## config.mk

```make
export PLATFORM = sky130hd
export DESIGN_NAME = zce_zero_clamp_top
export DESIGN_NICKNAME = d
export VERILOG_FILES = /design/src/core/zce_pkg.sv /design/src/core/zce_pulse_div.sv /design/src/core/zce_zero_clamp_top.sv
export SDC_FILE = /design/constraint.sdc
export NUM_CORES = 1
export LEC_CHECK = 0
export BUFFER_PORTS_ARGS = -buffer_cell sky130_fd_sc_hd__buf_2
export CAP_MARGIN = 20
export CORE_ASPECT_RATIO = 1.5
export CORE_MARGIN = 2
export CORE_UTILIZATION = 45
export CTS_CLUSTER_SIZE = 24
export DETAILED_ROUTE_END_ITERATION = 10
export PLACE_DENSITY_LB_ADDON = 0.2
export SYNTH_ARGS = -nofsm -noshare
export SYNTH_HDL_FRONTEND = slang
export SYNTH_SLANG_ARGS = --single-unit
```

## constraint.sdc

```tcl
create_clock -name i_clk -period 5.8 [get_ports i_clk]
set_input_delay 1.45 -clock i_clk [delete_from_list [all_inputs] [get_ports i_clk]]
set_output_delay 1.45 -clock i_clk [all_outputs]
set_load 0.01 [all_outputs]
```

## src/core/zce_pkg.sv

```systemverilog
// Shared constants for the zero clamp and encoder output block
package zce_pkg;

  // ----------------------------------------
  // Register offsets
  // ----------------------------------------
  localparam logic [7:0] ZCE_OFS_MODE = 8'h00;
  localparam logic [7:0] ZCE_OFS_LEVEL = 8'h04;
  localparam logic [7:0] ZCE_OFS_MAXSPD = 8'h08;
  localparam logic [7:0] ZCE_OFS_DIVSET = 8'h0c;
  localparam logic [7:0] ZCE_OFS_CTRL = 8'h10;
  localparam logic [7:0] ZCE_OFS_STATUS = 8'h14;
  localparam logic [7:0] ZCE_OFS_POS = 8'h18;
  localparam logic [7:0] ZCE_OFS_HOLD = 8'h1c;
  localparam logic [7:0] ZCE_OFS_DIVACT = 8'h20;

  // ----------------------------------------
  // Field positions
  // ----------------------------------------
  localparam int ZCE_CTRL_ABS_BIT = 0;
  localparam int ZCE_CTRL_APPLY_BIT = 1;
  localparam int ZCE_CTRL_ROUTE_LSB = 4;
  localparam int ZCE_CTRL_GAIN_LSB = 8;
  localparam int ZCE_ST_CLAMP_BIT = 0;
  localparam int ZCE_ST_SENSE_BIT = 1;
  localparam int ZCE_ST_SAME_BIT = 2;

  // ----------------------------------------
  // Reset values and limits
  // ----------------------------------------
  localparam logic [3:0] ZCE_MODE_RST = 4'h0;
  localparam logic [3:0] ZCE_MODE_ZCLAMP = 4'ha;
  localparam logic [13:0] ZCE_LEVEL_RST = 14'h000a;
  localparam logic [13:0] ZCE_LEVEL_MAX = 14'h2710;
  localparam logic [13:0] ZCE_MAXSPD_RST = 14'h0bb8;
  localparam logic [15:0] ZCE_DIV_RST = 16'h09c4;
  localparam logic [15:0] ZCE_DIV_MIN = 16'h0010;
  localparam int ZCE_DIV_MAX = 32768;
  localparam int ZCE_ENC_PPR_DEF = 32768;
  localparam logic [1:0] ZCE_ROUTE_RST = 2'h0;
  localparam logic [3:0] ZCE_GAIN_RST = 4'h2;

endpackage : zce_pkg

```

## src/core/zce_pulse_div.sv

```systemverilog
// Encoder feedback pulse divider producing a quadrature pair
`timescale 1ns/1ns
module zce_pulse_div
  import zce_pkg::*;
#(
  parameter int ENC_PPR = ZCE_ENC_PPR_DEF
)
(
  input wire logic i_clk, // System clock
  input wire logic i_rst, // Synchronous reset
  input wire logic i_step, // One feedback edge
  input wire logic i_dir, // High for forward
  input wire logic [15:0] i_divisor, // Output pulses per rev
  output logic o_a, // Divided phase A
  output logic o_b // Divided phase B
);

  localparam logic [17:0] PPR_W = 18'(ENC_PPR);

  typedef struct packed {
    logic [16:0] acc;
    logic [1:0] phase;
    logic a;
    logic b;
  } zce_div_st_t;

  zce_div_st_t st_reg;
  zce_div_st_t st_next;

  always_comb
  begin
    logic [17:0] sum;
    sum = {1'b0, st_reg.acc} + {2'b00, i_divisor};
    st_next = st_reg;
    if (i_step)
    begin
      if (i_dir)
      begin
        if (sum >= PPR_W)
        begin
          st_next.acc = 17'(sum - PPR_W);
          st_next.phase = st_reg.phase + 2'h1;
        end
        else
        begin
          st_next.acc = sum[16:0];
        end
      end
      else if ({1'b0, st_reg.acc} < {1'b0, i_divisor})
      begin
        st_next.acc = 17'({1'b0, st_reg.acc} + PPR_W - {2'b00, i_divisor});
        st_next.phase = st_reg.phase - 2'h1;
      end
      else
      begin
        st_next.acc = st_reg.acc - {1'b0, i_divisor};
      end
    end
    // Gray sequence keeps A and B a quarter cycle apart
    st_next.a = st_next.phase[1];
    st_next.b = st_next.phase[1] ^ st_next.phase[0];
  end

  always_ff @(posedge i_clk)
  begin
    if (i_rst)
    begin
      st_reg <= '0;
    end
    else
    begin
      st_reg <= st_next;
    end
  end

  assign o_a = st_reg.a;
  assign o_b = st_reg.b;

endmodule : zce_pulse_div

```

## src/core/zce_zero_clamp_top.sv

```systemverilog
// Zero clamp, encoder divided output and speed match output
`timescale 1ns/1ns

// Contract
// - Clamp request plus slow reference locks position
// - Hold within one pulse of clamp point
// - Drive back after external displacement
// - Clamp only in zero clamp mode
// - Clamp level 0 to 10000, default 10
// - Level limited to motor maximum speed
// - Clamp request is active low
// - Differential A, B and index outputs
// - Divider 16 to 32768, applied on restart
// - Sense input honoured only for absolute encoder
// - Speed match output low when speeds match
// - Speed match routable to output terminals
module zce_zero_clamp_top
  import zce_pkg::*;
#(
  parameter int ENC_PPR = ZCE_ENC_PPR_DEF
)
(
  input wire logic i_clk, // System clock, 10 MHz
  input wire logic i_rst, // Synchronous reset
  input wire logic [7:0] i_addr, // Register byte address
  input wire logic [31:0] i_wdata, // Register write data
  input wire logic i_wr, // Write strobe
  input wire logic i_rd, // Read strobe
  output logic [31:0] o_rdata, // Read data, cycle after strobe
  input wire logic i_clamp_request_n, // Clamp request pin
  input wire logic i_enc_a, // Encoder phase A pin
  input wire logic i_enc_b, // Encoder phase B pin
  input wire logic i_enc_index, // Encoder index pin
  input wire logic i_absolute_sense_input, // Absolute sense pin
  input wire logic [15:0] i_speed_ref, // Speed reference, r/min
  input wire logic i_speed_same, // Speed loop at same speed
  output logic [15:0] o_speed_cmd, // Speed command to loop
  output logic o_clamp_active, // Position is locked
  output logic o_abs_sense, // Honoured sense level
  output logic o_enc_out_a_pos, // Phase A true
  output logic o_enc_out_a_neg, // Phase A complement
  output logic o_enc_out_b_pos, // Phase B true
  output logic o_enc_out_b_neg, // Phase B complement
  output logic o_enc_out_index_pos, // Index true
  output logic o_enc_out_index_neg, // Index complement
  output logic [3:0] o_out_term_n // Output terminals, active low
);

  // ----------------------------------------
  // Elaboration checks
  // ----------------------------------------
  if (ENC_PPR < 16 || ENC_PPR > ZCE_DIV_MAX)
  begin : g_bad_ppr
    $error("ENC_PPR out of range");
  end

  localparam logic [15:0] PPR_LIM = 16'(ENC_PPR - 1) + 16'h0001;

  // ----------------------------------------
  // State
  // ----------------------------------------
  typedef struct packed {
    logic [3:0] s1;
    logic [3:0] s2;
    logic sen_s1;
    logic sen_s2;
    logic a_old;
    logic b_old;
    logic [31:0] pos;
    logic [31:0] hold;
    logic clamp;
    logic [3:0] mode;
    logic [13:0] level;
    logic [13:0] maxspd;
    logic [15:0] div_set;
    logic [15:0] div_act;
    logic abs_en;
    logic [1:0] route;
    logic [3:0] gain;
    logic [31:0] rdata;
    logic [15:0] cmd;
    logic [3:0] term_n;
    logic sense;
    logic [5:0] enc_o;
  } zce_st_t;

  zce_st_t st_reg;
  zce_st_t st_next;

  logic div_a;
  logic div_b;
  logic step;
  logic dir;

  // ----------------------------------------
  // Helpers
  // ----------------------------------------
  function automatic logic [31:0] mag32(input logic [31:0] v);
    mag32 = v[31] ? (~v + 32'h1) : v;
  endfunction : mag32

  function automatic logic [15:0] sat16(input logic [47:0] v);
    if (!v[47] && v[46:15] != 32'h0)
    begin
      sat16 = 16'h7fff;
    end
    else if (v[47] && v[46:15] != 32'hffffffff)
    begin
      sat16 = 16'h8000;
    end
    else
    begin
      sat16 = v[15:0];
    end
  endfunction : sat16

  function automatic logic [15:0] div_clip(input logic [15:0] v);
    if (v < ZCE_DIV_MIN)
    begin
      div_clip = ZCE_DIV_MIN;
    end
    else if (v > PPR_LIM)
    begin
      div_clip = PPR_LIM;
    end
    else
    begin
      div_clip = v;
    end
  endfunction : div_clip

  // ----------------------------------------
  // Feedback decode
  // ----------------------------------------
  // Both phases moving at once is a lost edge; it is dropped
  assign step = (st_reg.s2[0] ^ st_reg.a_old) ^ (st_reg.s2[1] ^ st_reg.b_old);
  assign dir = st_reg.a_old ^ st_reg.s2[1];

  zce_pulse_div #(
    .ENC_PPR(ENC_PPR)
  ) u_div (
    .i_clk(i_clk),
    .i_rst(i_rst),
    .i_step(step),
    .i_dir(dir),
    .i_divisor(st_reg.div_act),
    .o_a(div_a),
    .o_b(div_b)
  );

  // ----------------------------------------
  // Next state
  // ----------------------------------------
  always_comb
  begin
    logic [13:0] thr;
    logic [31:0] ref_mag;
    logic [31:0] err;
    logic [47:0] scaled;
    logic req;
    logic want;
    st_next = st_reg;
    thr = '0;
    ref_mag = '0;
    err = '0;
    scaled = '0;
    req = 1'b0;
    want = 1'b0;

    // Pins pass two flops before use
    st_next.s1 = {i_enc_index, i_clamp_request_n, i_enc_b, i_enc_a};
    st_next.s2 = st_reg.s1;
    st_next.sen_s1 = i_absolute_sense_input;
    st_next.sen_s2 = st_reg.sen_s1;
    st_next.a_old = st_reg.s2[0];
    st_next.b_old = st_reg.s2[1];

    if (step)
    begin
      st_next.pos = dir ? st_reg.pos + 32'h1 : st_reg.pos - 32'h1;
    end

    // Clamp decision
    thr = (st_reg.level > st_reg.maxspd) ? st_reg.maxspd : st_reg.level;
    ref_mag = mag32({{16{i_speed_ref[15]}}, i_speed_ref});
    req = !st_reg.s2[2];
    want = (st_reg.mode == ZCE_MODE_ZCLAMP) && req
      && (ref_mag < {18'h0, thr});
    st_next.clamp = want;
    if (want && !st_reg.clamp)
    begin
      st_next.hold = st_next.pos;
    end

    // Position loop replaces the reference while clamped
    err = st_reg.hold - st_reg.pos;
    if (!st_reg.clamp)
    begin
      st_next.cmd = i_speed_ref;
    end
    else if (mag32(err) <= 32'h1)
    begin
      st_next.cmd = 16'h0;
    end
    else
    begin
      scaled = {{16{err[31]}}, err} <<< st_reg.gain;
      st_next.cmd = sat16(scaled);
    end

    // Absolute sense and speed match
    st_next.sense = st_reg.abs_en & st_reg.sen_s2;
    st_next.term_n = 4'hf;
    st_next.term_n[st_reg.route] = !i_speed_same;

    // Divided A and B plus the passed-through index, each as a true and complement pair
    st_next.enc_o = {!st_reg.s2[3], st_reg.s2[3], !div_b, div_b, !div_a, div_a};

    // Register writes
    if (i_wr)
    begin
      case (i_addr)
        ZCE_OFS_MODE:
        begin
          st_next.mode = i_wdata[3:0];
        end
        ZCE_OFS_LEVEL:
        begin
          // Takes effect at once, no restart needed
          st_next.level = (i_wdata > {18'h0, ZCE_LEVEL_MAX}) ? ZCE_LEVEL_MAX
            : i_wdata[13:0];
        end
        ZCE_OFS_MAXSPD:
        begin
          st_next.maxspd = i_wdata[13:0];
        end
        ZCE_OFS_DIVSET:
        begin
          st_next.div_set = (i_wdata > 32'(ZCE_DIV_MAX)) ? PPR_LIM
            : div_clip(i_wdata[15:0]);
        end
        ZCE_OFS_CTRL:
        begin
          st_next.abs_en = i_wdata[ZCE_CTRL_ABS_BIT];
          st_next.route = i_wdata[ZCE_CTRL_ROUTE_LSB +: 2];
          st_next.gain = i_wdata[ZCE_CTRL_GAIN_LSB +: 4];
          // Stands in for the restart that commits a new divider
          if (i_wdata[ZCE_CTRL_APPLY_BIT])
          begin
            st_next.div_act = div_clip(st_reg.div_set);
          end
        end
        default:
        begin
          st_next.mode = st_reg.mode;
        end
      endcase
    end

    // Register reads
    st_next.rdata = 32'h0;
    if (i_rd)
    begin
      case (i_addr)
        ZCE_OFS_MODE:
        begin
          st_next.rdata = {28'h0, st_reg.mode};
        end
        ZCE_OFS_LEVEL:
        begin
          st_next.rdata = {18'h0, st_reg.level};
        end
        ZCE_OFS_MAXSPD:
        begin
          st_next.rdata = {18'h0, st_reg.maxspd};
        end
        ZCE_OFS_DIVSET:
        begin
          st_next.rdata = {16'h0, st_reg.div_set};
        end
        ZCE_OFS_CTRL:
        begin
          st_next.rdata[ZCE_CTRL_ABS_BIT] = st_reg.abs_en;
          st_next.rdata[ZCE_CTRL_ROUTE_LSB +: 2] = st_reg.route;
          st_next.rdata[ZCE_CTRL_GAIN_LSB +: 4] = st_reg.gain;
        end
        ZCE_OFS_STATUS:
        begin
          st_next.rdata[ZCE_ST_CLAMP_BIT] = st_reg.clamp;
          st_next.rdata[ZCE_ST_SENSE_BIT] = st_reg.sense;
          st_next.rdata[ZCE_ST_SAME_BIT] = !st_reg.term_n[st_reg.route];
        end
        ZCE_OFS_POS:
        begin
          st_next.rdata = st_reg.pos;
        end
        ZCE_OFS_HOLD:
        begin
          st_next.rdata = st_reg.hold;
        end
        ZCE_OFS_DIVACT:
        begin
          st_next.rdata = {16'h0, st_reg.div_act};
        end
        default:
        begin
          st_next.rdata = 32'h0;
        end
      endcase
    end
  end

  // ----------------------------------------
  // Registers
  // ----------------------------------------
  always_ff @(posedge i_clk)
  begin
    if (i_rst)
    begin
      st_reg <= '0;
      st_reg.s1 <= 4'h4;
      st_reg.s2 <= 4'h4;
      st_reg.mode <= ZCE_MODE_RST;
      st_reg.level <= ZCE_LEVEL_RST;
      st_reg.maxspd <= ZCE_MAXSPD_RST;
      st_reg.div_set <= ZCE_DIV_RST;
      st_reg.div_act <= div_clip(ZCE_DIV_RST);
      st_reg.route <= ZCE_ROUTE_RST;
      st_reg.gain <= ZCE_GAIN_RST;
      st_reg.term_n <= 4'hf;
      st_reg.enc_o <= 6'h2a;
    end
    else
    begin
      st_reg <= st_next;
    end
  end

  // ----------------------------------------
  // Outputs
  // ----------------------------------------
  assign o_rdata = st_reg.rdata;
  assign o_speed_cmd = st_reg.cmd;
  assign o_clamp_active = st_reg.clamp;
  assign o_abs_sense = st_reg.sense;
  assign o_enc_out_a_pos = st_reg.enc_o[0];
  assign o_enc_out_a_neg = st_reg.enc_o[1];
  assign o_enc_out_b_pos = st_reg.enc_o[2];
  assign o_enc_out_b_neg = st_reg.enc_o[3];
  assign o_enc_out_index_pos = st_reg.enc_o[4];
  assign o_enc_out_index_neg = st_reg.enc_o[5];
  assign o_out_term_n = st_reg.term_n;

endmodule : zce_zero_clamp_top

```

==> out/metrics.cfg <==
[clocking]
worstSkewPairLatency_ns = 0.59
clk_pin_slew_ns = 0.07
cts_resized = 0
cts_hold_buf = 0
htree_levels = 1
cts_tree = done
cts_buffer_depth = 3
clock-root-buffer = clkbuf_16
post_cts_buffers = 0
clock_sinks = 227
cts_made_buffers = 25

[yosys]
syn_area_mm2 = 0.0195
ys_warn_count = 0
synthFlopType = dfxtp_1
synth_seq_area_share = 0.233
synth.most_common_cell = nor2_1
yosys.area.top_type = dfxtp_1
ys_types = 103
syn_nets = 2736
synthTopCellsByArea = dfxtp_1 (23%), ha_1 (8.9%), nor2_1 (5.2%)
netlist_instances = 2513
synth_async_sr_flop_share = 0
yosys.area.top_type_share = 0.233
ys_ff_latch = 227
synth_edf_count = 0
synth_common_cells = nor2_1 (268), nand2_1 (231), dfxtp_1 (227), a21oi_1 (168), inv_1 (153)
synth_area_per_cell_um2 = 7.75

[drt]
drt_pass1_iterations = 6
vias = 19200
drt_iter0_drc = 1446
routed_wirelength_um = 66400
antenna_left = 0
drc = 0
wl_per_cell_um = 21.4
via_per_inst = 6.18

[min_path]
hp-class = flip-flop to flip-flop

[global_routing]
grt_first_pass_wirelength_um = 104000
antenna_found_initial = 1
grt.total_usage = 0.287
grt_pass1_vias = 18500
grt_overflow_total = 0
grt_max_degree = 65

[floorplanning]
dieArea_mm2 = 0.0450
fp-row-count = 93
die_x_um = 174
die_y_um = 259
core_mm2 = 0.0428
io_pins = 126
start_util = 0.455

[setup_path]
crit_required_ns = 6.20
cp-end-kind = flip-flop
path_class = flip-flop to flip-flop
worst_setup_path_start_kind = flip-flop
cp.arrival_ns = 5.82
reg2reg_slack_ns = 0.38
path_max_fanout = 15

[placement]
dp_hpwl_um = 51500
place_area_mm2 = 0.0202
place.gp.congestion = 0.962
io_buffers = 125

[power]
powerDensity_mw_per_mm2 = 301
leakagePower_nw = 8.67
ir_drop_v = 0.000243
power_w = 0.00633

[finish]
areaGrowthSynthToFinish_pct = 7.89
antennaDiodeCount = 0
nets = 2736
largest_reg_flops = 139
final_area_mm2 = 0.0210
drive_gt1_frac = 0.117

[timing]
fin_worst_skew_ns = 0.0403
hold_viol = 0
tightestPinTransition_ns = 1.07
timing.final.crit_period_ns = 5.42
timing.fmax_ghz = 0.184
worst_hold_slack_ns = 0.381
finalSetupViolations = 0
maxSlewViolCount = 0
rsz0062_at_grt = no
fin_crit_sh = 0.935
max-slew-margin-rel = 0.285
tns_ns = 0

[status]
run_status = finished clean

[job]
timing.max_cap.violations = 0

-- stage by stage --
stage / utilization / std cells / setup slack [ns]
6_report: 0.490 / 3099 / 0.379
5_1_grt: 0.490 / 3099 / 0.0393
4_1_cts: 0.490 / 3098 / 0.504
3_5_place_dp: 0.471 / 3055 / 0.543
3_3_place_gp: 0.471 / 3055 / 0.690
2_1_floorplan: - / 2513 / 0.954
-- worst max-delay path: stages (launching register included) --
cell and delay (ns):
dfxtp_1 0.42, ha_1 0.22, fa_1 0.26, and2b_1 0.23, o2111ai_1 0.38, and3_1 0.29, o21ai_1 0.14, xnor2_1 0.61
nand4_1 0.40, nor4_1 0.53, and2_1 0.28, nand3_1 0.14, mux2i_1 0.18, a2111oi_2 0.40, a31oi_4 0.23, o211ai_2 0.32
o311ai_1 0.21
-- cell families after synthesis --
kind of cell,share of synthesized area
AO/OA/AOI/OAI,0.272
buffers and inverters,0.0800
AND/OR/NAND/NOR,0.208
multiplexers,0.0537
XOR/XNOR,0.0450
adder cells (fa/ha/maj),0.108
flip-flops,0.233
-- layout make-up --
class | instances | area, µm²
timing repair buffer | 164 | 951
multi-input combinational | 1937 | 13400
sequential | 227 | 4540
fill | 4288 | 21800
clock inverter | 11 | 129
inverter | 158 | 593
clock buffer | 32 | 692
tap | 570 | 713
-- where the power goes --
| part | internal (W) | switching [W] | total [W] |
|---|---|---|---|
| clock network | 0.000935 | 0.000712 | 0.00165 |
| logic | 0.00115 | 0.00183 | 0.00297 |
| registers | 0.00163 | 0.0000752 | 0.00171 |
| total | 0.00371 | 0.00261 | 0.00633 |
-- layout by cell type, fill, tap and decap left out, drive strengths merged, types with 13 or more instances in the layout --
cell / Yosys / routed
buf: 86 / 163
and4: 13 / 13
inv: 154 / 155
or3: 19 / 19
and3: 19 / 19
a211oi: 47 / 47
a221o: 15 / 15
nor2b: 32 / 32
xor2: 30 / 30
mux4: 20 / 20
clkbuf: 105 / 32
nand3: 71 / 71
o21a: 20 / 20
a31oi: 27 / 27
and2: 23 / 23
nand2b: 19 / 19
mux2i: 37 / 37
o211ai: 32 / 32
dfxtp: 227 / 227
nor2: 268 / 268
a221oi: 15 / 15
nand4: 22 / 22
a21o: 44 / 44
nor3: 50 / 50
a21oi: 172 / 172
nor4: 24 / 24
nand2: 233 / 233
or2: 15 / 15
xnor2: 70 / 70
o21ai: 119 / 119
fa: 19 / 19
o22ai: 15 / 15
mux2: 20 / 20
o21bai: 15 / 15
o31ai: 21 / 21
ha: 138 / 138
a22oi: 77 / 77
-- worst paths after layout --
check | startpoint | to | cells past startpoint
hold reg to reg | st_next[4]$_SDFF_PP0_ | o_enc_out_index_neg$_SDFF_PP1_ | 1
hold / removal | st_next[4]$_SDFF_PP0_ | o_enc_out_index_neg$_SDFF_PP1_ | 1
setup / recovery | st_reg[163]$_SDFF_PP0_ | o_speed_cmd[2]$_SDFF_PP0_ | 16
setup reg to reg | st_reg[163]$_SDFF_PP0_ | o_speed_cmd[2]$_SDFF_PP0_ | 16
-- per-layer routing --
layer  global-route usage  wire, µm  vias to the layer above  share of wire
li1                     -         -                     9102              -
met1                0.334     26300                     9172           0.40
met2                0.513     32800                      671           0.49
met3               0.0323      3410                      207          0.051
met4                0.159      3880                        2          0.058
met5                    0        12                        -        0.00018
(Power assumes the default switching activity.)
